`config.mk`:
```
export PLATFORM = sky130hd
export DESIGN_NAME = external_interrupt_latch
export DESIGN_NICKNAME = d
export VERILOG_FILES = /design/src/ext_int_pkg.sv /design/src/ext_int_pin_sync.sv /design/src/external_interrupt_latch.sv
export SDC_FILE = /design/constraint.sdc
export NUM_CORES = 1
export LEC_CHECK = 0
export ABC_AREA = 1
export BUFFER_PORTS_ARGS = -buffer_cell sky130_fd_sc_hd__buf_2
export CORE_AREA = 2 2 39 41
export CTS_CLUSTER_SIZE = 12
export DETAILED_ROUTE_END_ITERATION = 7
export DIE_AREA = 0 0 41 43
export PLACE_DENSITY = 0.64
export RECOVER_POWER = 50
export SLEW_MARGIN = 10
export SYNTH_ARGS = -nofsm -noshare
export SYNTH_HDL_FRONTEND = slang
export SYNTH_HIERARCHICAL = 1
export SYNTH_SLANG_ARGS = --single-unit
```
`constraint.sdc`:
```
create_clock -name core_clk_in -period 1.73 [get_ports core_clk_in]
set_clock_uncertainty 0.1 [all_clocks]
set_input_delay 0.173 -clock core_clk_in [delete_from_list [all_inputs] [get_ports core_clk_in]]
set_output_delay 0.173 -clock core_clk_in [all_outputs]
set_load 0.005 [all_outputs]
```
`src/ext_int_pkg.sv`:
```
// Package for the external interrupt latch block.
// Assumes a single 40 MHz core clock and plain-port control bits.
package ext_int_pkg;

    // Trigger sensitivity of the external pin
    typedef enum logic {
        TRIG_EDGE_ONLY,
        TRIG_EDGE_LEVEL
    } trig_mode_t;

    // Software write strobes towards the status/control bits
    typedef struct packed {
        logic ack_wr;      // Write of one to the acknowledge bit
        logic mode_wr;     // Write strobe for the trigger-mode bit
        logic mode_val;    // Value written to the trigger-mode bit
        logic mask_wr;     // Write strobe for the disable bit
        logic mask_val;    // Value written to the disable bit
    } ctrl_wr_t;

    // Status/control readback image
    typedef struct packed {
        logic pending;     // Pending flag
        logic ack;         // Acknowledge bit, always zero
        logic disable_bit; // Interrupt disable bit
        logic mode;        // Trigger-mode bit
    } status_rd_t;

    // Reset values
    localparam logic MODE_RST = 1'b0;
    localparam logic MASK_RST = 1'b0;
    localparam logic LATCH_RST = 1'b0;
    localparam logic ACK_READ_VAL = 1'b0;
    localparam logic PIN_IDLE = 1'b1;

    // Clock rate and synchroniser depth
    localparam int CLK_HZ = 40_000_000;
    localparam int SYNC_STAGES = 2;

endpackage

```
`src/ext_int_pin_sync.sv`:
```
// Two-flop synchroniser for the asynchronous active-low interrupt pin.
// Assumes the pin idles high; the first stage is read only by the second.
`timescale 1ns/100ps
`default_nettype none
module ext_int_pin_sync (
    // Clock and reset
    input wire logic core_clk_in,
    input wire logic rst_n_in,
    // Pin in, synchronised level out
    input wire logic pin_n_in,
    output logic pin_n_sync_out
);
    import ext_int_pkg::*;

    logic meta_reg;

    // Both stages reset to the idle level so no false edge is seen
    always_ff @(posedge core_clk_in or negedge rst_n_in) begin
        if (!rst_n_in) begin
            meta_reg <= PIN_IDLE;
            pin_n_sync_out <= PIN_IDLE;
        end else begin
            meta_reg <= pin_n_in;
            pin_n_sync_out <= meta_reg;
        end
    end
endmodule
`default_nettype wire

```
`src/external_interrupt_latch.sv`:
```
// External interrupt latch: active-low pin, edge or edge+level trigger.
// Assumes vector fetch, break state and break clear-enable arrive as
// same-clock signals from the CPU and system integration unit.
// Functional notes
// - A falling pin edge sets the request latch in either mode.
// - Vector fetch of this interrupt acknowledges and clears the latch.
// - Software writing one to acknowledge clears the latch.
// - Reset clears the latch and the trigger-mode bit.
// - Edge-only after reset; software may select edge plus level.
// - In edge-only mode, acknowledge clears the latch immediately.
// - In level mode, clear needs acknowledge and pin high, any order.
// - In level mode, pending and request stay while the pin is low.
// - Disable bit set blocks forwarding of the request to the CPU.
// - Pending flag shows latch state regardless of the disable bit.
// - Falling edges after a software acknowledge latch a new request.
// - Serviced request makes the CPU load PC from fixed vector pair.
// - CPU global interrupt mask also blocks the external request.
// - Pin level is readable by the CPU's pin branch instructions.
// - In break, software acknowledge clears only with clear-enable set.
// - Clear-enable at zero makes break-time acknowledge writes inert.
// - Acknowledge bit is write-only and reads as zero.
// - Disable bit is read/write, one disables, reset clears it.
// - Pending flag is read-only, one while a request is pending.
`timescale 1ns/100ps
`default_nettype none
module external_interrupt_latch (
    // Clock and reset
    input wire logic core_clk_in,
    input wire logic rst_n_in,
    // External active-low interrupt pin
    input wire logic ext_irq_n_in,
    // Software access to the status/control bits
    input wire ext_int_pkg::ctrl_wr_t ctrl_wr_in,
    output ext_int_pkg::status_rd_t ext_int_status_ctrl_out,
    // CPU side
    input wire logic vector_fetch_in,
    input wire logic ccr_int_mask_in,
    output logic cpu_irq_req_out,
    output logic pin_level_out,
    // Break control from the system integration unit
    input wire logic break_state_in,
    input wire logic break_clear_enable_in
);
    import ext_int_pkg::*;

    logic pin_n_sync;
    logic pin_n_prev_reg;
    localparam logic [1:0] ARM_CYCLES = 2'(SYNC_STAGES + 1);
    logic [1:0] arm_cnt_reg;
    logic edge_armed;
    logic fall_edge;
    logic sw_ack;
    logic any_ack;
    logic latch_reg;
    logic latch_next;
    logic ack_seen_reg;
    logic ack_seen_next;
    trig_mode_t mode_reg;
    logic ext_int_disable_bit_reg;

    // Pin synchroniser, the only reader of the raw pin
    ext_int_pin_sync i_ext_int_pin_sync (
        .core_clk_in(core_clk_in),
        .rst_n_in(rst_n_in),
        .pin_n_in(ext_irq_n_in),
        .pin_n_sync_out(pin_n_sync)
    );

    // Previous synchronised level for edge detection
    always_ff @(posedge core_clk_in or negedge rst_n_in) begin
        if (!rst_n_in) begin
            pin_n_prev_reg <= PIN_IDLE;
        end else begin
            pin_n_prev_reg <= pin_n_sync;
        end
    end

    // Edge detection waits until the synchroniser and the previous-level
    // flop hold real pin samples. A pin held low through reset would
    // otherwise look like a fresh falling edge and re-latch. Limitation:
    // an edge in the first few cycles after reset is not seen.
    always_ff @(posedge core_clk_in or negedge rst_n_in) begin
        if (!rst_n_in) begin
            arm_cnt_reg <= 2'h0;
        end else if (arm_cnt_reg != ARM_CYCLES) begin
            arm_cnt_reg <= arm_cnt_reg + 2'h1;
        end
    end

    assign edge_armed = (arm_cnt_reg == ARM_CYCLES);

    // One-cycle falling edge; synchronised input gives one pulse per edge
    assign fall_edge = edge_armed & pin_n_prev_reg &
                       ~pin_n_sync;

    // Break-time software clears gated by the clear-enable bit
    assign sw_ack = ctrl_wr_in.ack_wr &
                    (~break_state_in | break_clear_enable_in);
    assign any_ack = sw_ack | vector_fetch_in;

    // Trigger-mode bit, edge-only out of reset
    always_ff @(posedge core_clk_in or negedge rst_n_in) begin
        if (!rst_n_in) begin
            mode_reg <= TRIG_EDGE_ONLY;
        end else if (ctrl_wr_in.mode_wr) begin
            mode_reg <= trig_mode_t'(ctrl_wr_in.mode_val);
        end
    end

    // Disable bit
    always_ff @(posedge core_clk_in or negedge rst_n_in) begin
        if (!rst_n_in) begin
            ext_int_disable_bit_reg <= MASK_RST;
        end else if (ctrl_wr_in.mask_wr) begin
            ext_int_disable_bit_reg <= ctrl_wr_in.mask_val;
        end
    end

    // Latch next state. In level mode an acknowledge is remembered until
    // the pin returns high, so the two conditions may come in any order.
    // A new edge always wins over a clear in the same cycle.
    always_comb begin
        latch_next = latch_reg;
        ack_seen_next = ack_seen_reg;
        if (mode_reg == TRIG_EDGE_ONLY) begin
            ack_seen_next = 1'b0;
            if (any_ack) begin
                latch_next = 1'b0;
            end
        end else begin
            if (any_ack && latch_reg) begin
                ack_seen_next = 1'b1;
            end
            if ((ack_seen_reg || any_ack) && pin_n_sync) begin
                latch_next = 1'b0;
                ack_seen_next = 1'b0;
            end
            if (!pin_n_sync && latch_reg) begin
                latch_next = 1'b1;
            end
        end
        if (fall_edge) begin
            latch_next = 1'b1;
            ack_seen_next = 1'b0; // A new request needs its own acknowledge
        end
    end

    // Request latch and remembered acknowledge
    always_ff @(posedge core_clk_in or negedge rst_n_in) begin
        if (!rst_n_in) begin
            latch_reg <= LATCH_RST;
            ack_seen_reg <= 1'b0;
        end else begin
            latch_reg <= latch_next;
            ack_seen_reg <= ack_seen_next;
        end
    end

    // Request to the CPU: gated by the local and global masks. The CPU
    // then fetches the vector from the fixed pair, outside this block.
    always_ff @(posedge core_clk_in or negedge rst_n_in) begin
        if (!rst_n_in) begin
            cpu_irq_req_out <= 1'b0;
        end else begin
            cpu_irq_req_out <= latch_next & ~ext_int_disable_bit_reg &
                               ~ccr_int_mask_in;
        end
    end

    // Readback image and pin level for the branch instructions
    always_ff @(posedge core_clk_in or negedge rst_n_in) begin
        if (!rst_n_in) begin
            ext_int_status_ctrl_out <= '{LATCH_RST, ACK_READ_VAL,
                                         MASK_RST, MODE_RST};
            pin_level_out <= PIN_IDLE;
        end else begin
            ext_int_status_ctrl_out.pending <= latch_next;
            ext_int_status_ctrl_out.ack <= ACK_READ_VAL;
            ext_int_status_ctrl_out.disable_bit <=
                ctrl_wr_in.mask_wr ? ctrl_wr_in.mask_val
                                   : ext_int_disable_bit_reg;
            ext_int_status_ctrl_out.mode <=
                ctrl_wr_in.mode_wr ? ctrl_wr_in.mode_val : mode_reg;
            pin_level_out <= pin_n_sync;
        end
    end

    // Checks
    property p_edge_sets;
        @(posedge core_clk_in) disable iff (!rst_n_in)
        fall_edge |=> latch_reg;
    endproperty
    a_edge_sets: assert property (p_edge_sets)
        else $error("falling edge did not set latch");

    property p_edge_mode_clear;
        @(posedge core_clk_in) disable iff (!rst_n_in)
        (mode_reg == TRIG_EDGE_ONLY && any_ack && !fall_edge) |=> !latch_reg;
    endproperty
    a_edge_mode_clear: assert property (p_edge_mode_clear)
        else $error("edge mode acknowledge did not clear latch");

    property p_level_hold;
        @(posedge core_clk_in) disable iff (!rst_n_in)
        (mode_reg == TRIG_EDGE_LEVEL && latch_reg && !pin_n_sync)
            |=> latch_reg;
    endproperty
    a_level_hold: assert property (p_level_hold)
        else $error("level mode latch dropped while pin low");

    property p_level_clear;
        @(posedge core_clk_in) disable iff (!rst_n_in)
        (mode_reg == TRIG_EDGE_LEVEL && any_ack && pin_n_sync && !fall_edge)
            |=> !latch_reg;
    endproperty
    a_level_clear: assert property (p_level_clear)
        else $error("level mode clear with pin high failed");

    property p_break_protect;
        @(posedge core_clk_in) disable iff (!rst_n_in)
        (break_state_in && !break_clear_enable_in && latch_reg &&
         !vector_fetch_in && !ack_seen_reg) |=> latch_reg;
    endproperty
    a_break_protect: assert property (p_break_protect)
        else $error("latch cleared during protected break");

    property p_mask_blocks;
        @(posedge core_clk_in) disable iff (!rst_n_in)
        (ext_int_disable_bit_reg || ccr_int_mask_in) |=> !cpu_irq_req_out;
    endproperty
    a_mask_blocks: assert property (p_mask_blocks)
        else $error("masked request forwarded");

    property p_pending_tracks;
        @(posedge core_clk_in) disable iff (!rst_n_in)
        ##1 ext_int_status_ctrl_out.pending == latch_reg;
    endproperty
    a_pending_tracks: assert property (p_pending_tracks)
        else $error("pending flag differs from latch");

    property p_ack_reads_zero;
        @(posedge core_clk_in) disable iff (!rst_n_in)
        ctrl_wr_in.ack_wr |=> !ext_int_status_ctrl_out.ack;
    endproperty
    a_ack_reads_zero: assert property (p_ack_reads_zero)
        else $error("acknowledge bit read back nonzero");

    property p_sw_clear;
        @(posedge core_clk_in) disable iff (!rst_n_in)
        (ctrl_wr_in.ack_wr && !break_state_in && pin_n_sync && !fall_edge)
            |=> !latch_reg;
    endproperty
    a_sw_clear: assert property (p_sw_clear)
        else $error("software acknowledge did not clear latch");

    property p_break_sw_clear;
        @(posedge core_clk_in) disable iff (!rst_n_in)
        (break_state_in && break_clear_enable_in && ctrl_wr_in.ack_wr &&
         pin_n_sync && !fall_edge) |=> !latch_reg;
    endproperty
    a_break_sw_clear: assert property (p_break_sw_clear)
        else $error("enabled break acknowledge did not clear latch");

    property p_edge_single;
        @(posedge core_clk_in) disable iff (!rst_n_in)
        fall_edge |=> !fall_edge;
    endproperty
    a_edge_single: assert property (p_edge_single)
        else $error("one pin transition gave two edge pulses");

    property p_unmasked_forwards;
        @(posedge core_clk_in) disable iff (!rst_n_in)
        (!ext_int_disable_bit_reg && !ccr_int_mask_in)
            |=> (cpu_irq_req_out == latch_reg);
    endproperty
    a_unmasked_forwards: assert property (p_unmasked_forwards)
        else $error("unmasked request not forwarded");

    property p_disable_readback;
        @(posedge core_clk_in) disable iff (!rst_n_in)
        ctrl_wr_in.mask_wr |=>
            (ext_int_disable_bit_reg == $past(ctrl_wr_in.mask_val)) &&
            (ext_int_status_ctrl_out.disable_bit == ext_int_disable_bit_reg);
    endproperty
    a_disable_readback: assert property (p_disable_readback)
        else $error("disable bit did not take the written value");

    property p_mode_readback;
        @(posedge core_clk_in) disable iff (!rst_n_in)
        ctrl_wr_in.mode_wr |=>
            (ext_int_status_ctrl_out.mode == $past(ctrl_wr_in.mode_val));
    endproperty
    a_mode_readback: assert property (p_mode_readback)
        else $error("trigger-mode bit did not take the written value");

    property p_pending_masked;
        @(posedge core_clk_in) disable iff (!rst_n_in)
        (ext_int_disable_bit_reg && fall_edge)
            |=> ext_int_status_ctrl_out.pending;
    endproperty
    a_pending_masked: assert property (p_pending_masked)
        else $error("masked edge not shown as pending");

    property p_pin_level;
        @(posedge core_clk_in) disable iff (!rst_n_in)
        pin_level_out == $past(pin_n_sync);
    endproperty
    a_pin_level: assert property (p_pin_level)
        else $error("pin level output does not follow the pin");
endmodule
`default_nettype wire

```
==> impl_metrics.tcl <==
set metrics [dict create \
    p_per_area_mw_per_mm2 906 \
    antenna_found_initial 0 \
    crit_chain "ha_1 -> nand3_1 -> o21a_1 -> nand4_1 -> inv_1" \
    final_nets 72 \
    hold_start "ctrl_wr_in[3]" \
    peakVddDrop_mv 0.325 \
    clk_latency_ps 260 \
    synthesis.area_um2 445 \
    drt_drc_violations_left 0 \
    fmaxAchievable_ghz 0.850 \
    ctsResizeCount 0 \
    status "finished clean" \
    fin_crit_sh 0.680 \
    slowest_delay_ps 390 \
    cts_tree "built" \
    final_area_um2 571 \
    fp.coreArea_mm2 0.00138 \
    synthTopCellsByArea "dfrtp_1, dfstp_2, nand3_2" \
    rsz0062_at_grt "false" \
    ff2ff_setup_slack_ps 550 \
    grt_overflow 0 \
    syn_inst 40 \
    critPathLaunch "arm_cnt_reg[0]" \
    final_max_slew_viol_count 0 \
    synth-seq-cells 10 \
    cp_max_fo 3 \
    crit_path_end_kind "register" \
    antenna_left 0 \
    wl_met2_um 291 \
    p_leak_nw 0.300 \
    cts_root_buffer "clkbuf_4" \
    dp_hpwl_um 494 \
    die_y_um 43 \
    worst_path_max_delay_cell "dfrtp_1" \
    postCtsSetupRepairBufs 0 \
    required_ps 1830 \
    drt_wl_total_um 600 \
    reg2reg_from "arm_cnt_reg[0]" \
    portBuffers 16 \
    placed_cells 68 \
    met1Wirelength_um 260 \
    diodes 0 \
    via_per_inst 4.15 \
    syn_nets 53 \
    synth_flop_cell "dfrtp_1" \
    min_period_ps 1180 \
    hold_violations 0 \
    drtIter0Drc 0 \
    crit_type "reg2reg" \
    dr.pass1.iters 1 \
    grt_max_degree 11 \
    synthArstFlopShare 1.00 \
    synth_edf_count 0 \
    worstMarginPinSlew_ps 520 \
    stdcell_count 74 \
    wl_met3_um 48 \
    synth_cell_types 16 \
    syn-mean-instance-area_um2 11.1 \
    cts.sinks 10 \
    finalSetupViolCount 0 \
    synth_top_area_frac 0.393 \
    tns_ps 0 \
    die_area_mm2 0.00176 \
    rows 14 \
    clkSlewWorstSetupHoldPaths_ps 60 \
    die_width_um 41 \
    track_usage 0.0795 \
    postPlaceCellArea_um2 515 \
    max_slew_margin 0.653 \
    initial_core_util 0.322 \
    cts_hold_buf 2 \
    num_vias 307 \
    yosysTopAreaCell "dfrtp_1" \
    grt_pass1_wl_um 869 \
    synth_warnings 6 \
    synth_common_cells "dfrtp_1, inv_1, buf_4" \
    synthToLayoutAreaGrowth_pct 28.1 \
    cp-start-kind "register" \
    clockBufferDepth 2 \
    top_layer "met3" \
    cts_buffers 3 \
    cp.arrival_ps 1280 \
    yosysSeqAreaShare 0.570 \
    post_drt_wl_per_cell_um 8.11 \
    gp_congestion 0.606 \
    drv_cap 0 \
    drive_gt1_frac 0.500 \
    grt_pass1_vias 254 \
    htreeDepth 1 \
    num_io_pins 18 \
    hold_path.class "in2reg" \
]
## per-layer routing
metal | vias up | global-route usage
met3 | 0 | 0.0314
met4 | 0 | 0.0800
met2 | 10 | 0.106
met1 | 141 | 0.0878
li1 | 156 | -
met5 | - | 0
## worst paths after layout
check	to	cells past startpoint
setup / recovery	ack_seen_reg	5
hold / removal	ext_int_status_ctrl_out[0]	2
setup reg to reg	ack_seen_reg	5
hold reg to reg	i_ext_int_pin_sync/pin_n_sync_out	0
max in group asynchronous	pin_level_out	2
min in group asynchronous	arm_cnt_reg[1]	2
## stage by stage
step | utilization | power [mW] | hold WS, ps | setup slack [ps]
detailed placement | 0.373 | 0.316 | -60.2 | 557
global placement | 0.373 | 0.315 | -59.0 | 578
CTS | 0.413 | 0.529 | 10.4 | 541
finish | 0.412 | 0.517 | 15.7 | 553
floorplan | - | 0.298 | -223 | 614
global route | 0.412 | 0.548 | 41.9 | 475
## placed cells by master, fill, tap and decap left out, types with 2 or more instances in the layout
master,instances
nand4_1,2
clkbuf_4,3
mux2_2,2
nand2_2,2
dlygate4sd3_1,2
inv_1,7
nand2_1,3
dfrtp_1,7
dfstp_2,3
buf_2,15
nand3_2,3
## cells by family after synthesis
| kind of cell | after synthesis | synth area share |
|---|---|---|
| buffers and inverters | 11 | 0.126 |
| multiplexers | 2 | 0.0506 |
| adder cells (fa/ha/maj) | 1 | 0.0281 |
| flip-flops | 10 | 0.570 |
| XOR/XNOR | 1 | 0.0197 |
| AO/OA/AOI/OAI | 2 | 0.0281 |
| AND/OR/NAND/NOR | 12 | 0.169 |
| other | 1 | 0.00842 |
## worst max-delay path: cells and delay by family (launching register included)
kind | cells | cell delay [ps]
DFF | 1 | 390
adders and majority gates | 1 | 250
and+or+nand+nor | 2 | 190
AOI/OAI and AO/OA | 1 | 130
buffers and inverters | 1 | 60
## final cells by class
type	count	area (um^2)
clock buffer	4	36.3
tap	16	20.0
sequential	10	254
fill	137	813
timing repair buffer	18	98.8
multi-input combinational	19	135
inverter	7	26.3
## power by group
group          total (mW)  switching, mW  internal, mW
clock               0.203         0.0756         0.128
combinational      0.0545         0.0249        0.0296
sequential          0.259        0.00946         0.250
total               0.517          0.110         0.407
Note: power is estimated with default switching activity, not from simulation.
